==> src/hdl/grs_pkg.sv <==
// constants, register map and carrier types for the gear and speed-select front end
package grs_pkg;

   // register port widths
   localparam int DATA_W = 16;
   localparam int ADDR_W = 4;

   // register offsets (word index on the register port)
   localparam logic [3:0] OFS_GEAR_NUM = 4'h0;
   localparam logic [3:0] OFS_GEAR_DEN = 4'h1;
   localparam logic [3:0] OFS_SPD1 = 4'h2;
   localparam logic [3:0] OFS_SPD2 = 4'h3;
   localparam logic [3:0] OFS_SPD3 = 4'h4;
   localparam logic [3:0] OFS_RAMP_UP = 4'h5;
   localparam logic [3:0] OFS_RAMP_DOWN = 4'h6;
   localparam logic [3:0] OFS_MEMSW2 = 4'h7;
   localparam logic [3:0] OFS_OPTIONS = 4'h8;
   localparam logic [3:0] OFS_CONTROL = 4'h9;
   localparam logic [3:0] OFS_MONITOR = 4'ha;
   localparam logic [3:0] OFS_SPEED_REF = 4'hb;

   // values after reset
   localparam logic [15:0] RST_GEAR_NUM = 16'h0001;
   localparam logic [15:0] RST_GEAR_DEN = 16'h0001;
   localparam logic [15:0] RST_SPD1 = 16'h0064;
   localparam logic [15:0] RST_SPD2 = 16'h00c8;
   localparam logic [15:0] RST_SPD3 = 16'h012c;
   localparam logic [15:0] RST_RAMP = 16'h0000;
   localparam logic [15:0] RST_MEMSW2 = 16'h0000;
   localparam logic [15:0] RST_OPTIONS = 16'h0000;

   // field positions
   localparam int MEMSW2_SPEED_SEL_BIT = 2;
   localparam int OPT_PULSE_IN_STOP_BIT = 0;
   localparam int CTRL_REINIT_BIT = 0;
   localparam int MON_DIR_SEL_BIT = 0;
   localparam int MON_PULSE_BIT = 1;
   localparam int MON_PULSE_DIR_BIT = 2;
   localparam int MON_INHIBIT_BIT = 3;
   localparam int MON_IN_POS_BIT = 4;
   localparam int MON_WAIT_BIT = 5;
   localparam int MON_SPEED_MODE_BIT = 6;
   localparam int MON_SEL_LO_BIT = 7;
   localparam int MON_SEL_HI_BIT = 8;
   localparam int MON_POS_VAR_BIT = 9;

   // top speed that the ramp times refer to, in r/min
   localparam logic [15:0] MAX_SPEED_RPM = 16'h1194;

   // ramp time unit and the clock; cycles per ramp unit derived from them
   localparam int CLK_PERIOD_NS = 10;
   localparam int RAMP_UNIT_NS = 1000000;
   localparam int CYC_PER_MS_DEF = RAMP_UNIT_NS / CLK_PERIOD_NS;

   // cycles after reset release at which the variant strap is caught
   localparam logic [1:0] STRAP_CAPTURE_CYC = 2'h2;

   // pins from the outside world, all asynchronous to clock
   typedef struct packed {
      logic strap_position; // high: position-control variant
      logic inhibit;        // reference pulse inhibit
      logic pulse;          // reference pulse
      logic pulse_dir;      // reference pulse direction, high = reverse
      logic dir_sel;        // direction_select_input
      logic sel_a;          // select_input_a
      logic sel_b;          // select_input_b
   } grs_pins_t;

   // run state of the reference front end
   typedef enum {
      RUN_NORMAL,     // speed select off
      RUN_STOP,       // speed select, both selects off, stopped
      RUN_PULSE_WAIT, // leaving a preset, pulses held off until in position
      RUN_PULSE,      // speed select, both selects off, pulses taken
      RUN_PRESET      // speed select, a preset speed running
   } grs_run_t;

endpackage

==> src/hdl/grs_ramp.sv <==
// soft start: rate-limits the commanded speed into the internal speed reference
`timescale 1ns/1ps
module grs_ramp
   import grs_pkg::*;
#(
   parameter int CYC_PER_MS = CYC_PER_MS_DEF,
   parameter int W = 16
) (
   input wire logic clock,
   input wire logic sys_rst,
   input wire logic clk_en,
   input wire logic ramp_on,
   input wire logic signed [W-1:0] target,
   input wire logic [15:0] up_time,
   input wire logic [15:0] down_time,
   output logic signed [W-1:0] speed_ref_q
);
   logic [33:0] frac_q; // accumulated r/min fraction, scaled by limit
   logic [33:0] frac_d;
   logic signed [W-1:0] ref_d;

   // moving away from zero accelerates, moving toward zero decelerates
   wire rising = target > speed_ref_q;
   wire accel = (rising && speed_ref_q >= 0) || (!rising && speed_ref_q <= 0);
   wire [15:0] t_sel = accel ? up_time : down_time;
   // full-scale travel takes t_sel ms: one r/min step per limit/MAX cycles
   wire [33:0] limit = 34'(t_sel) * 34'(CYC_PER_MS);
   wire [33:0] frac_sum = frac_q + 34'(MAX_SPEED_RPM);
   wire direct = !ramp_on || (t_sel == 16'h0000) || (target == speed_ref_q);
   wire step = frac_sum >= limit;

   // next reference and fraction
   always_comb begin
      ref_d = speed_ref_q;
      frac_d = frac_sum;
      if (direct) begin
         ref_d = target;
         frac_d = '0;
      end else if (step) begin
         frac_d = frac_sum - limit;
         ref_d = rising ? speed_ref_q + W'(1) : speed_ref_q - W'(1);
      end
   end

   // ramp state
   always_ff @(posedge clock or posedge sys_rst) begin
      if (sys_rst) begin
         speed_ref_q <= '0;
         frac_q <= '0;
      end else if (clk_en) begin
         speed_ref_q <= ref_d;
         frac_q <= frac_d;
      end
   end
endmodule

==> src/hdl/grs_sync.sv <==
// two-flop synchroniser for a bundle of asynchronous inputs
`timescale 1ns/1ps
module grs_sync #(
   parameter int W = 1
) (
   input wire logic clock,
   input wire logic sys_rst,
   input wire logic clk_en,
   input wire logic [W-1:0] d,
   output logic [W-1:0] q
);
   logic [W-1:0] meta_q; // first stage, read only by the second

   // both stages freeze with the clock enable
   always_ff @(posedge clock or posedge sys_rst) begin
      if (sys_rst) begin
         meta_q <= '0;
         q <= '0;
      end else if (clk_en) begin
         meta_q <= d;
         q <= meta_q;
      end
   end
endmodule

==> src/hdl/grs_top.sv <==
// electronic gear, contact-input speed selection and soft start front end
//
// Overview of operation
// scale reference pulses by numerator over denominator
// host keeps terms within 1..65535, default 1
// host keeps gear ratio within 0.01..100
// numerator four times lines, denominator reference units
// gear acts only in position variant
// switch off: P/PI select, current limits
// bit 2 of switch word enables speed select
// none stops or pulses; b preset1; both preset2
// select a only runs third preset
// direction input off forward, on reverse
// three presets, defaults 100, 200, 300 r/min
// speed select disables pulse inhibit
// ramp up time zero to 4500 r/min
// ramp down time full speed to stop
// internal reference is rate limited command
// ramp time zero passes command directly
// position variant ramps only in speed select
// switch changes meaning of monitor bits 7, 8
// select input change seen within 6 ms
// after preset, pulses ignored until positioning complete
// gear and switch apply after reinitialisation
//
// Added by the designer: strobed register access and the register addresses.
`timescale 1ns/1ps
module grs_top
   import grs_pkg::*;
#(
   parameter int CYC_PER_MS = CYC_PER_MS_DEF
) (
   input wire logic clock,
   input wire logic sys_rst,
   input wire logic clk_en,
   input wire logic [ADDR_W-1:0] reg_addr,
   input wire logic [DATA_W-1:0] reg_wdata,
   input wire logic reg_wr,
   input wire logic reg_rd,
   output logic [DATA_W-1:0] reg_rdata_q,
   input wire grs_pins_t pins,
   input wire logic in_position,
   input wire logic signed [15:0] ext_speed_ref,
   output logic enc_step_q,
   output logic enc_dir_q,
   output logic signed [15:0] speed_ref_q,
   output logic p_control_q,
   output logic fwd_limit_q,
   output logic rev_limit_q,
   output logic positioning_complete_q
);
   // software registers
   logic [15:0] gear_numerator_q;
   logic [15:0] gear_denominator_q;
   logic [15:0] preset_speed_first_q;
   logic [15:0] preset_speed_second_q;
   logic [15:0] preset_speed_third_q;
   logic [15:0] ramp_up_time_q;
   logic [15:0] ramp_down_time_q;
   logic [15:0] memory_switch_word_two_q;
   logic [15:0] options_q;

   // settings in force since the last reinitialisation
   logic [15:0] act_num_q;
   logic [15:0] act_den_q;
   logic act_speed_mode_q;

   // variant strap capture
   logic [1:0] strap_cnt_q;
   logic position_var_q;

   // synchronised pins and pulse edge
   logic [$bits(grs_pins_t)-1:0] pins_raw;
   grs_pins_t pins_s;
   logic pulse_prev_q;

   // run state and gear residue
   grs_run_t run_q;
   grs_run_t run_d;
   logic signed [33:0] acc_q;
   logic signed [33:0] acc_d;
   logic step_d;
   logic dir_d;

   // register port decode
   wire wr_num = reg_wr && (reg_addr == OFS_GEAR_NUM);
   wire wr_den = reg_wr && (reg_addr == OFS_GEAR_DEN);
   wire wr_sp1 = reg_wr && (reg_addr == OFS_SPD1);
   wire wr_sp2 = reg_wr && (reg_addr == OFS_SPD2);
   wire wr_sp3 = reg_wr && (reg_addr == OFS_SPD3);
   wire wr_up = reg_wr && (reg_addr == OFS_RAMP_UP);
   wire wr_down = reg_wr && (reg_addr == OFS_RAMP_DOWN);
   wire wr_memsw = reg_wr && (reg_addr == OFS_MEMSW2);
   wire wr_opt = reg_wr && (reg_addr == OFS_OPTIONS);
   wire reinit = reg_wr && (reg_addr == OFS_CONTROL) && reg_wdata[CTRL_REINIT_BIT];

   // pins cross into the clock domain
   assign pins_raw = pins;
   grs_sync #(
      .W($bits(grs_pins_t))
   ) u_sync (
      .clock(clock),
      .sys_rst(sys_rst),
      .clk_en(clk_en),
      .d(pins_raw),
      .q(pins_s)
   );

   // selection decode
   wire speed_mode = act_speed_mode_q;
   wire sel_none = !pins_s.sel_a && !pins_s.sel_b;
   wire pulse_in_stop = position_var_q && options_q[OPT_PULSE_IN_STOP_BIT];
   wire pulse_edge = pins_s.pulse && !pulse_prev_q;
   wire pulse_take = position_var_q && pulse_edge &&
      ((run_q == RUN_NORMAL && !pins_s.inhibit) ||
       (run_q == RUN_PULSE));

   // preset chosen by the two selects
   wire [15:0] preset_raw = !pins_s.sel_a ? preset_speed_first_q :
      (pins_s.sel_b ? preset_speed_second_q : preset_speed_third_q);
   wire [15:0] preset_mag = (preset_raw > MAX_SPEED_RPM) ? MAX_SPEED_RPM : preset_raw;
   wire signed [15:0] preset_signed = pins_s.dir_sel ? -$signed(preset_mag)
      : $signed(preset_mag);

   // command fed to the soft start
   wire signed [15:0] target = (run_q == RUN_PRESET) ? preset_signed :
      ((run_q == RUN_NORMAL && !position_var_q) ? ext_speed_ref : 16'sh0000);
   // position variant ramps only under speed select; speed variant always
   wire ramp_on = !position_var_q || (speed_mode && run_q != RUN_PULSE);

   // input monitor word; bits 7 and 8 follow the switch
   wire [1:0] sel_code = {pins_s.sel_a, pins_s.sel_b};
   wire [1:0] preset_idx = (run_q != RUN_PRESET) ? 2'h0 :
      (!pins_s.sel_a ? 2'h1 : (pins_s.sel_b ? 2'h2 : 2'h3));
   wire [1:0] mon_sel = speed_mode ? preset_idx : sel_code;
   wire [15:0] monitor_word = 16'(
      (32'(pins_s.dir_sel) << MON_DIR_SEL_BIT) |
      (32'(pins_s.pulse) << MON_PULSE_BIT) |
      (32'(pins_s.pulse_dir) << MON_PULSE_DIR_BIT) |
      (32'(pins_s.inhibit) << MON_INHIBIT_BIT) |
      (32'(positioning_complete_q) << MON_IN_POS_BIT) |
      (32'(run_q == RUN_PULSE_WAIT) << MON_WAIT_BIT) |
      (32'(speed_mode) << MON_SPEED_MODE_BIT) |
      (32'(mon_sel[0]) << MON_SEL_LO_BIT) |
      (32'(mon_sel[1]) << MON_SEL_HI_BIT) |
      (32'(position_var_q) << MON_POS_VAR_BIT));

   // read multiplexer, unmapped addresses read zero
   wire [15:0] rd_mux =
      (reg_addr == OFS_GEAR_NUM) ? gear_numerator_q :
      (reg_addr == OFS_GEAR_DEN) ? gear_denominator_q :
      (reg_addr == OFS_SPD1) ? preset_speed_first_q :
      (reg_addr == OFS_SPD2) ? preset_speed_second_q :
      (reg_addr == OFS_SPD3) ? preset_speed_third_q :
      (reg_addr == OFS_RAMP_UP) ? ramp_up_time_q :
      (reg_addr == OFS_RAMP_DOWN) ? ramp_down_time_q :
      (reg_addr == OFS_MEMSW2) ? memory_switch_word_two_q :
      (reg_addr == OFS_OPTIONS) ? options_q :
      (reg_addr == OFS_MONITOR) ? monitor_word :
      (reg_addr == OFS_SPEED_REF) ? speed_ref_q : 16'h0000;

   // run state transitions
   always_comb begin
      run_d = run_q;
      unique case (run_q)
         RUN_NORMAL, RUN_STOP, RUN_PULSE, RUN_PRESET: begin
            if (!speed_mode) begin
               run_d = RUN_NORMAL;
            end else if (!sel_none) begin
               run_d = RUN_PRESET;
            end else if (!pulse_in_stop) begin
               run_d = RUN_STOP;
            end else if (run_q == RUN_PRESET) begin
               run_d = RUN_PULSE_WAIT;
            end else begin
               run_d = RUN_PULSE;
            end
         end
         RUN_PULSE_WAIT: begin
            if (!speed_mode) begin
               run_d = RUN_NORMAL;
            end else if (!sel_none) begin
               run_d = RUN_PRESET;
            end else if (!pulse_in_stop) begin
               run_d = RUN_STOP;
            end else if (in_position) begin
               run_d = RUN_PULSE;
            end
         end
      endcase
   end

   // electronic gear: numerator per pulse, one encoder count per denominator
   always_comb begin
      acc_d = acc_q;
      if (pulse_take) begin
         acc_d = pins_s.pulse_dir ? acc_q - 34'(act_num_q) : acc_q + 34'(act_num_q);
      end
      step_d = 1'b0;
      dir_d = enc_dir_q;
      if (acc_q >= $signed(34'(act_den_q))) begin
         acc_d = acc_d - 34'(act_den_q);
         step_d = 1'b1;
         dir_d = 1'b0;
      end else if (acc_q <= -$signed(34'(act_den_q))) begin
         acc_d = acc_d + 34'(act_den_q);
         step_d = 1'b1;
         dir_d = 1'b1;
      end
   end

   // software-written registers
   always_ff @(posedge clock or posedge sys_rst) begin
      if (sys_rst) begin
         gear_numerator_q <= RST_GEAR_NUM;
         gear_denominator_q <= RST_GEAR_DEN;
         preset_speed_first_q <= RST_SPD1;
         preset_speed_second_q <= RST_SPD2;
         preset_speed_third_q <= RST_SPD3;
         ramp_up_time_q <= RST_RAMP;
         ramp_down_time_q <= RST_RAMP;
         memory_switch_word_two_q <= RST_MEMSW2;
         options_q <= RST_OPTIONS;
      end else if (clk_en) begin
         if (wr_num) gear_numerator_q <= reg_wdata;
         if (wr_den) gear_denominator_q <= reg_wdata;
         if (wr_sp1) preset_speed_first_q <= reg_wdata;
         if (wr_sp2) preset_speed_second_q <= reg_wdata;
         if (wr_sp3) preset_speed_third_q <= reg_wdata;
         if (wr_up) ramp_up_time_q <= reg_wdata;
         if (wr_down) ramp_down_time_q <= reg_wdata;
         if (wr_memsw) memory_switch_word_two_q <= reg_wdata;
         if (wr_opt) options_q <= reg_wdata;
      end
   end

   // settings in force load only on reinitialisation
   always_ff @(posedge clock or posedge sys_rst) begin
      if (sys_rst) begin
         act_num_q <= RST_GEAR_NUM;
         act_den_q <= RST_GEAR_DEN;
         act_speed_mode_q <= RST_MEMSW2[MEMSW2_SPEED_SEL_BIT];
      end else if (clk_en && reinit) begin
         act_num_q <= gear_numerator_q;
         act_den_q <= gear_denominator_q;
         act_speed_mode_q <= memory_switch_word_two_q[MEMSW2_SPEED_SEL_BIT];
      end
   end

   // catch the variant strap once it has passed the synchroniser
   always_ff @(posedge clock or posedge sys_rst) begin
      if (sys_rst) begin
         strap_cnt_q <= 2'h0;
         position_var_q <= 1'b0;
      end else if (clk_en && strap_cnt_q != 2'h3) begin
         strap_cnt_q <= strap_cnt_q + 2'h1;
         if (strap_cnt_q == STRAP_CAPTURE_CYC) position_var_q <= pins_s.strap_position;
      end
   end

   // run state, gear residue and encoder count outputs
   always_ff @(posedge clock or posedge sys_rst) begin
      if (sys_rst) begin
         run_q <= RUN_NORMAL;
         acc_q <= '0;
         pulse_prev_q <= 1'b0;
         enc_step_q <= 1'b0;
         enc_dir_q <= 1'b0;
      end else if (clk_en) begin
         run_q <= run_d;
         acc_q <= acc_d;
         pulse_prev_q <= pins_s.pulse;
         enc_step_q <= step_d && position_var_q;
         enc_dir_q <= dir_d;
      end
   end

   // contact outputs in standard mode and the read port
   always_ff @(posedge clock or posedge sys_rst) begin
      if (sys_rst) begin
         p_control_q <= 1'b0;
         fwd_limit_q <= 1'b0;
         rev_limit_q <= 1'b0;
         positioning_complete_q <= 1'b0;
         reg_rdata_q <= '0;
      end else if (clk_en) begin
         p_control_q <= (run_d == RUN_NORMAL) && pins_s.dir_sel;
         fwd_limit_q <= (run_d == RUN_NORMAL) && pins_s.sel_a;
         rev_limit_q <= (run_d == RUN_NORMAL) && pins_s.sel_b;
         positioning_complete_q <= in_position;
         reg_rdata_q <= reg_rd ? rd_mux : 16'h0000;
      end
   end

   // soft start of the internal speed reference
   grs_ramp #(
      .CYC_PER_MS(CYC_PER_MS),
      .W(16)
   ) u_ramp (
      .clock(clock),
      .sys_rst(sys_rst),
      .clk_en(clk_en),
      .ramp_on(ramp_on),
      .target(target),
      .up_time(ramp_up_time_q),
      .down_time(ramp_down_time_q),
      .speed_ref_q(speed_ref_q)
   );
endmodule

==> config.mk <==
export PLATFORM = sky130hd
export DESIGN_NAME = grs_top
export DESIGN_NICKNAME = d
export VERILOG_FILES = /design/src/hdl/grs_pkg.sv /design/src/hdl/grs_ramp.sv /design/src/hdl/grs_sync.sv /design/src/hdl/grs_top.sv
export SDC_FILE = /design/constraint.sdc
export NUM_CORES = 1
export LEC_CHECK = 0
export BUFFER_PORTS_ARGS = -buffer_cell sky130_fd_sc_hd__buf_4
export CORE_MARGIN = 8
export CORE_UTILIZATION = 29
export CTS_CLUSTER_SIZE = 28
export DETAILED_ROUTE_END_ITERATION = 16
export PLACE_DENSITY = 0.5
export SYNTH_ARGS = -nofsm -noshare
export SYNTH_HDL_FRONTEND = slang
export SYNTH_HIERARCHICAL = 1
export SYNTH_SLANG_ARGS = --single-unit
==> constraint.sdc <==
create_clock -name clock -period 13.9 [get_ports clock]
set_clock_uncertainty 0.15 [all_clocks]
set_input_delay 1.39 -clock clock [delete_from_list [all_inputs] [get_ports clock]]
set_output_delay 1.39 -clock clock [all_outputs]
set_load 0.01 [all_outputs]
==> metrics.md, run 1 <==
| Metric | Value |
|---|---|
| FF-to-FF path depth | `53` |
| Final Max Tran Viols | `0` |
| Final Critical Period | `13.01 ns` |
| Total die area | `109000 µm²` |
| Vias in the first global route | `approximately 24000` |
| DRT Pass-1 Iters | `5` |
| Root buf cell | `clkbuf_16` |
| Overflow after GRT | `0` |
| Initial antenna violation count | `10` |
| R2R setup slack | `0.89 ns` |
| Post-DP HPWL | `74800 µm` |
| Most frequent CP cell | `ha_1` |
| CTS max path bufs | `3` |
| Worst-path fanout max | `17` |
| TritonCTS Sinks | `between 300 and 400` |
| Netlist cell types | `97` |
| Synth Area in Compound Gates | `between 15 and 20%` |
| CTS tree | `yes` |
| Worst R2R End | `u_ramp/frac_q[10]` |
| CP arrival | `13.32 ns` |
| Final setup fails | `0` |
| Area share of the leading cell type in the synthesized netlist | `27.7%` |
| Area occupied by multi-input gates | `about 19000 µm²` |
| Register area share after synthesis | `29.0%` |
| CTS clk-pin slew, worst paths | `roughly 0.060 ns` |
| Proportion of layout cells with a drive suffix above 1 | `~15%` |
| IO buf count | `86` |
| All-layer global routing usage | `17.2%` |
| Synth-to-Final Area Change | `13.4%` |
| Post-synth EDFFs | `0` |
| Syn avg cell area | `slightly below 9 µm²` |
| TNS Setup | `0 ns` |
| Register area | `slightly above 8000 µm²` |
| Class of the worst hold path | `register to register` |
| Cells on Worst Hold Path | `2` |
| Reg2reg start | `u_sync/q[0]` |
| Via count | `24600` |
| # IOs | `87` |
| Nets | `3652` |
| Rows | `115` |
| Die W | `between 300 and 400 µm` |
| Pin count of the biggest net entering global routing | `between 150 and 200` |
| RSZ-0062 raised after global routing | `no` |
| Achievable Freq | `about 77 MHz` |
| Main area contributors after synthesis | `dfrtp_1, ha_1, mux2_2, xnor2_1, inv_1` |
| Worst Path Required | `14.21 ns` |
| Wirelength, routed | `96200 µm` |
| Die H | `330 µm` |
| CTS buffer count | `42` |
| Post-Synth Simple-Gate Area | `16.0%` |
| Setup crit end kind | `register` |
| Synth Net Count | `between 3000 and 4000` |
| Worst Tran Pin Value | `1.15 ns` |
| Crit start category | `register` |
| Avg WL per Cell | `around 21 µm` |
| Synth area leader | `dfrtp_1` |
| Ys flop type | `dfrtp_1` |
| Ys Warns | `6` |
| Post-synthesis mux area share | `9.70%` |
| H-tree levels | `2` |
| DRC | `0` |
| First-pass GRT wire length | `148000 µm` |
| Adder-cell area share of the yosys netlist | `15.5%` |
| RePlAce Congestion | `0.877` |
| Synthesized area | `28600 µm²` |
| Clock insertion delay at the later pin of the skew report | `0.59 ns` |
| Fillers | `10300` |
| Slowest stage delay, CP | `about 0.55 ns` |
| Final Hold Fails | `0` |
| Critical-path top delay cell | `or4_4` |
| Async set-reset flop share out of synthesis | `100%` |
| Core area | `98100 µm²` |
| Max-slew headroom | `23.2%` |
| Mapped Cells | `around 3200` |
| Detail Route Antenna Nets | `0` |
| Critical path type | `register to register` |
| Post-synthesis xor/xnor area fraction | `5.11%` |
| Vias per cell | `5.34` |
| CP endpoint | `u_ramp/frac_q[10]` |
| Main combinational cell family by area after synthesis | `compound AO/OA/AOI/OAI gates` |
| Period utilisation layout | `between 90 and 100%` |
| #FFs+latches synth | `about 330` |
| Initial DRC Count | `1692` |
| Outcome | `complete, no violations` |
| Initial Util | `29.2%` |
| Setup crit start | `u_sync/q[0]` |
| Max_cap viols | `0` |
per-layer routing:
metal | global-route usage, % | vias up | wire [µm]
met3 | 2.30 | 144 | 3900
met5 | 0 | - | 66
met4 | 5.43 | 10 | 2880
met2 | 29.4 | 514 | 46100
li1 | - | 11900 | -
met1 | 22.5 | 12000 | 43200
registers in the layout (all words and copies together) (netlist names), 2 cells and up:
register                  flops
acc_q                        34
run_q                        32
u_ramp/frac_q                32
act_den_q                    16
act_num_q                    16
gear_denominator_q           16
gear_numerator_q             16
memory_switch_word_two_q     16
options_q                    16
preset_speed_first_q         16
preset_speed_second_q        16
preset_speed_third_q         16
ramp_down_time_q             16
ramp_up_time_q               16
reg_rdata_q                  16
u_ramp/speed_ref_q           16
u_sync/meta_q                 7
u_sync/q                      7
strap_cnt_q                   2
worst max-delay path: cells and delay by family, from the launching register on:
family                   cells  cell delay [ns]
XOR/XNOR                     3             0.46
flip-flops                   1             0.45
AND/OR/NAND/NOR             19             4.00
buffers and inverters        6             0.94
adder cells (fa/ha/maj)      8             3.08
multiplexers                 2             0.59
AO/OA/AOI/OAI               15             3.21
worst min-delay path by stage:
stage / from / endpoint / slack [ns]
2_1_floorplan: run_q[10] / run_q[10] / 0.30
3_3_place_gp: run_q[25] / run_q[25] / 0.32
3_5_place_dp: run_q[10] / run_q[10] / 0.32
4_1_cts: gear_numerator_q[0] / act_num_q[0] / 0.31
5_1_grt: run_q[14] / run_q[14] / 0.35
6_report: gear_numerator_q[0] / act_num_q[0] / 0.32
area by class of cell:
class,count,area share (%)
well taps,1287,4.96
inverters,258,3.01
repair buffers,146,3.49
flip-flops and latches,331,25.6
diodes,5,0.0386
clock buffers,66,4.01
clock inverters,10,0.451
multi-input cells,2495,58.4
through the flow:
stage | util, % | hold slack (ns) | worst slack (ns) | instance area (µm²) | std cells
floorplan | - | 0.304 | 0.842 | 28600 | 3214
global placement | 31.5 | 0.320 | 0.238 | 30900 | 4515
detailed placement | 31.5 | 0.321 | 0.0671 | 30900 | 4515
CTS | 32.9 | 0.314 | 0.0190 | 32300 | 4591
global route | 33.0 | 0.345 | 0.0789 | 32400 | 4593
finish | 33.1 | 0.316 | 0.894 | 32400 | 4598
cell families (layout without fill, tap and decap cells):
family,count (synthesis),in the layout
adders and majority gates,329,329
buffers and inverters,389,480
other,0,5
and+or+nand+nor,917,918
DFF,331,331
muxes,251,251
AOI/OAI and AO/OA,830,830
xor gates and xnor gates,167,167
cell usage in the layout, fill, tap and decap left out, types with 16 or more instances in the layout:
| cell | count |
|---|---|
| dfrtp_1 | 316 |
| ha_1 | 287 |
| inv_1 | 256 |
| nand2_1 | 245 |
| mux2_2 | 207 |
| nor2_1 | 197 |
| a21oi_1 | 181 |
| o21ai_0 | 164 |
| buf_4 | 141 |
| xnor2_1 | 124 |
| nand3_1 | 81 |
| nor3_1 | 80 |
| a21o_1 | 76 |
| nand4_1 | 58 |
| and2_1 | 52 |
| a22oi_1 | 46 |
| a211oi_1 | 43 |
| xor2_1 | 42 |
| clkbuf_16 | 42 |
| mux2i_1 | 41 |
| fa_1 | 41 |
| nand2b_1 | 36 |
| o22ai_1 | 34 |
| a31oi_1 | 33 |
| nor4_1 | 29 |
| or3_1 | 23 |
| and3_1 | 22 |
| nor2b_1 | 21 |
| o21bai_1 | 21 |
| a221oi_1 | 21 |
| o211ai_1 | 20 |
| o21a_1 | 18 |
| clkbuf_8 | 16 |
synth_stat cells (all sizes together), types with 21 or more instances:
| cell type | n |
|---|---|
| nand4 | 59 |
| a22oi | 46 |
| clkbuf | 99 |
| nor3 | 87 |
| nand2 | 245 |
| a31oi | 33 |
| nor4 | 33 |
| and2 | 54 |
| o21ai | 168 |
| mux2i | 43 |
| or3 | 23 |
| o211ai | 23 |
| inv | 258 |
| fa | 41 |
| a21o | 76 |
| a221oi | 21 |
| xor2 | 43 |
| and3 | 22 |
| dfrtp | 317 |
| nand2b | 36 |
| ha | 288 |
| xnor2 | 124 |
| a211oi | 43 |
| o22ai | 34 |
| nor2b | 21 |
| mux2 | 208 |
| nand3 | 85 |
| nor2 | 199 |
| buf | 32 |
| a21oi | 184 |
| o21bai | 21 |
what timing repair did:
item                                    CTS  global route
endpoints found under the setup margin    0            45
gates resized for setup                   0            17
setup buffers                             0             1
hold buffers                              0             0
Power of run 1 is not shown: default switching activity piles up to over one toggle a cycle in this logic, so the estimate is an artifact.
==> run 2: changes to the inputs <==
- CORE_ASPECT_RATIO: not set -> 2
==> run 2 against run 1 <==
Critical path depth did not move. Register-to-register slack got worse by 0.097 ns. Wire length increased by 19%. Cell area increased by 0.35%.
==> metrics.md, run 2 (synthesis gave the netlist of run 1 again) <==
| Metric | Value |
|---|---|
| DRC | `0` |
| Total die area | `110000 µm²` |
| Wirelength, routed | `around 110000 µm` |
| FF-to-FF path depth | `between 50 and 60` |
| Die W | `238 µm` |
| All-layer global routing usage | `around 20%` |
| Worst Tran Pin Value | `1.05 ns` |
| Outcome | `complete, no violations` |
| CTS clk-pin slew, worst paths | `0.07 ns` |
| Final Critical Period | `13.10 ns` |
| # placed instances | `4585` |
| IO buf count | `86` |
| Post-DP HPWL | `93600 µm` |
| Critical path type | `register to register` |
| Synth-to-Final Area Change | `13.8%` |
| First-pass GRT wire length | `168000 µm` |
| Overflow after GRT | `0` |
| TritonCTS Sinks | `~330` |
| Worst Path Required | `14.24 ns` |
| Final Max Tran Viols | `0` |
| TNS Setup | `0 ns` |
| Crit start category | `register` |
| Rows | `163` |
| Final Hold Fails | `0` |
| RSZ-0062 raised after global routing | `no` |
| Via count | `around 26000` |
| Commonest non-fill, non-tap cell in the layout | `dfrtp_1` |
| Max_cap viols | `0` |
| Clock insertion delay at the later pin of the skew report | `0.59 ns` |
| Slowest stage delay, CP | `0.57 ns` |
| # IOs | `87` |
| CTS buffer count | `36` |
| Nets | `3681` |
| Die H | `460 µm` |
| Top Layer Used | `met5` |
| Fillers | `10500` |
| Worst R2R End | `u_ramp/speed_ref_q[8]` |
| Max reg flops | `34` |
| Vias per cell | `5.50` |
| Root buf cell | `clkbuf_16` |
| DRT Pass-1 Iters | `5` |
| Max-slew headroom | `29.3%` |
| Critical-path top delay cell | `or4_1` |
| Met3 WL post-DR | `4100 µm` |
| CTS tree | `yes` |
| Met1 wire length | `approximately 35000 µm` |
| Achievable Freq | `76.3 MHz` |
| Avg WL per Cell | `24.6 µm` |
| RePlAce Congestion | `0.964` |
| Reg2reg start | `u_sync/q[1]` |
| Final setup fails | `0` |
| Class of the worst hold path | `register to register` |
| CTS max path bufs | `3` |
| Most frequent cells in the layout | `dfrtp_1, ha_1, inv_1` |
| Period utilisation layout | `94.3%` |
| Met2 WL | `62000 µm` |
| Worst-path fanout max | `22` |
| Pin count of the biggest net entering global routing | `162` |
| Largest Register | `acc_q` |
| CP arrival | `13.44 ns` |
| R2R setup slack | `0.80 ns` |
| Setup crit start | `u_sync/q[1]` |
| H-tree levels | `2` |
| Initial Util | `29.1%` |
| Vias in the first global route | `26800` |
| Initial antenna violation count | `13` |
| Proportion of layout cells with a drive suffix above 1 | `15.9%` |
| Setup crit end kind | `register` |
| Post-layout instance count excluding filler cells | `4654` |
| Setup bufs post-CTS | `0` |
| Initial DRC Count | `1470` |
| Biggest regs | `acc_q x34, run_q x32, u_ramp/frac_q x32` |
| CP endpoint | `u_ramp/speed_ref_q[8]` |
| Detail Route Antenna Nets | `0` |
| Core area | `~98000 µm²` |
[run 2: worst min path at each step]
stage,from,cells past startpoint,end
final,run_q[19],1,run_q[19]
after global routing,run_q[30],1,run_q[30]
after CTS,run_q[19],1,run_q[19]
after detailed placement,run_q[5],1,run_q[5]
after global placement,run_q[30],1,run_q[30]
after floorplan,run_q[10],1,run_q[10]
[run 2: worst max-delay path: cells and delay by family (launching register included)]
kind | cells | cell delay, ns
AOI/OAI and AO/OA | 17 | 3.48
muxes | 1 | 0.37
buffers and inverters | 10 | 1.66
adders and majority gates | 8 | 2.81
DFF | 1 | 0.49
and+or+nand+nor | 15 | 3.69
xor gates and xnor gates | 2 | 0.33
[run 2: repair_timing]
item	4_1_cts	5_1_grt
resized for setup	0	8
hold buffers	0	0
endpoints found under the setup margin	0	45
[run 2: through the flow]
stage / hold WS, ns / util (%) / setup WS (ns) / area [µm²]
CTS: 0.338 / 33.1 / 0.350 / 32500
finish: 0.331 / 33.1 / 0.798 / 32600
detailed placement: 0.321 / 31.8 / 0.408 / 31200
floorplan: 0.304 / - / 0.842 / 28600
global placement: 0.320 / 31.8 / 0.468 / 31200
global route: 0.349 / 33.1 / 0.00486 / 32600
[run 2: layer usage]
metal  vias to the layer above  track usage, %
met1                     12500            17.3
met2                       716            39.7
met5                         -               0
li1                      11900               -
met4                        18            19.4
met3                       435            2.99
[run 2: area by class of cell]
class	instances	area [µm²]	area share, %
tap	1320	1650	5.07
inverter	258	976	3.00
timing repair buffer	182	1420	4.36
antenna	3	7.51	0.0231
clock inverter	15	229	0.703
multi-input combinational	2494	18900	58.1
clock buffer	51	1040	3.19
sequential	331	8300	25.5
Power of run 2 is left out for the same reason.
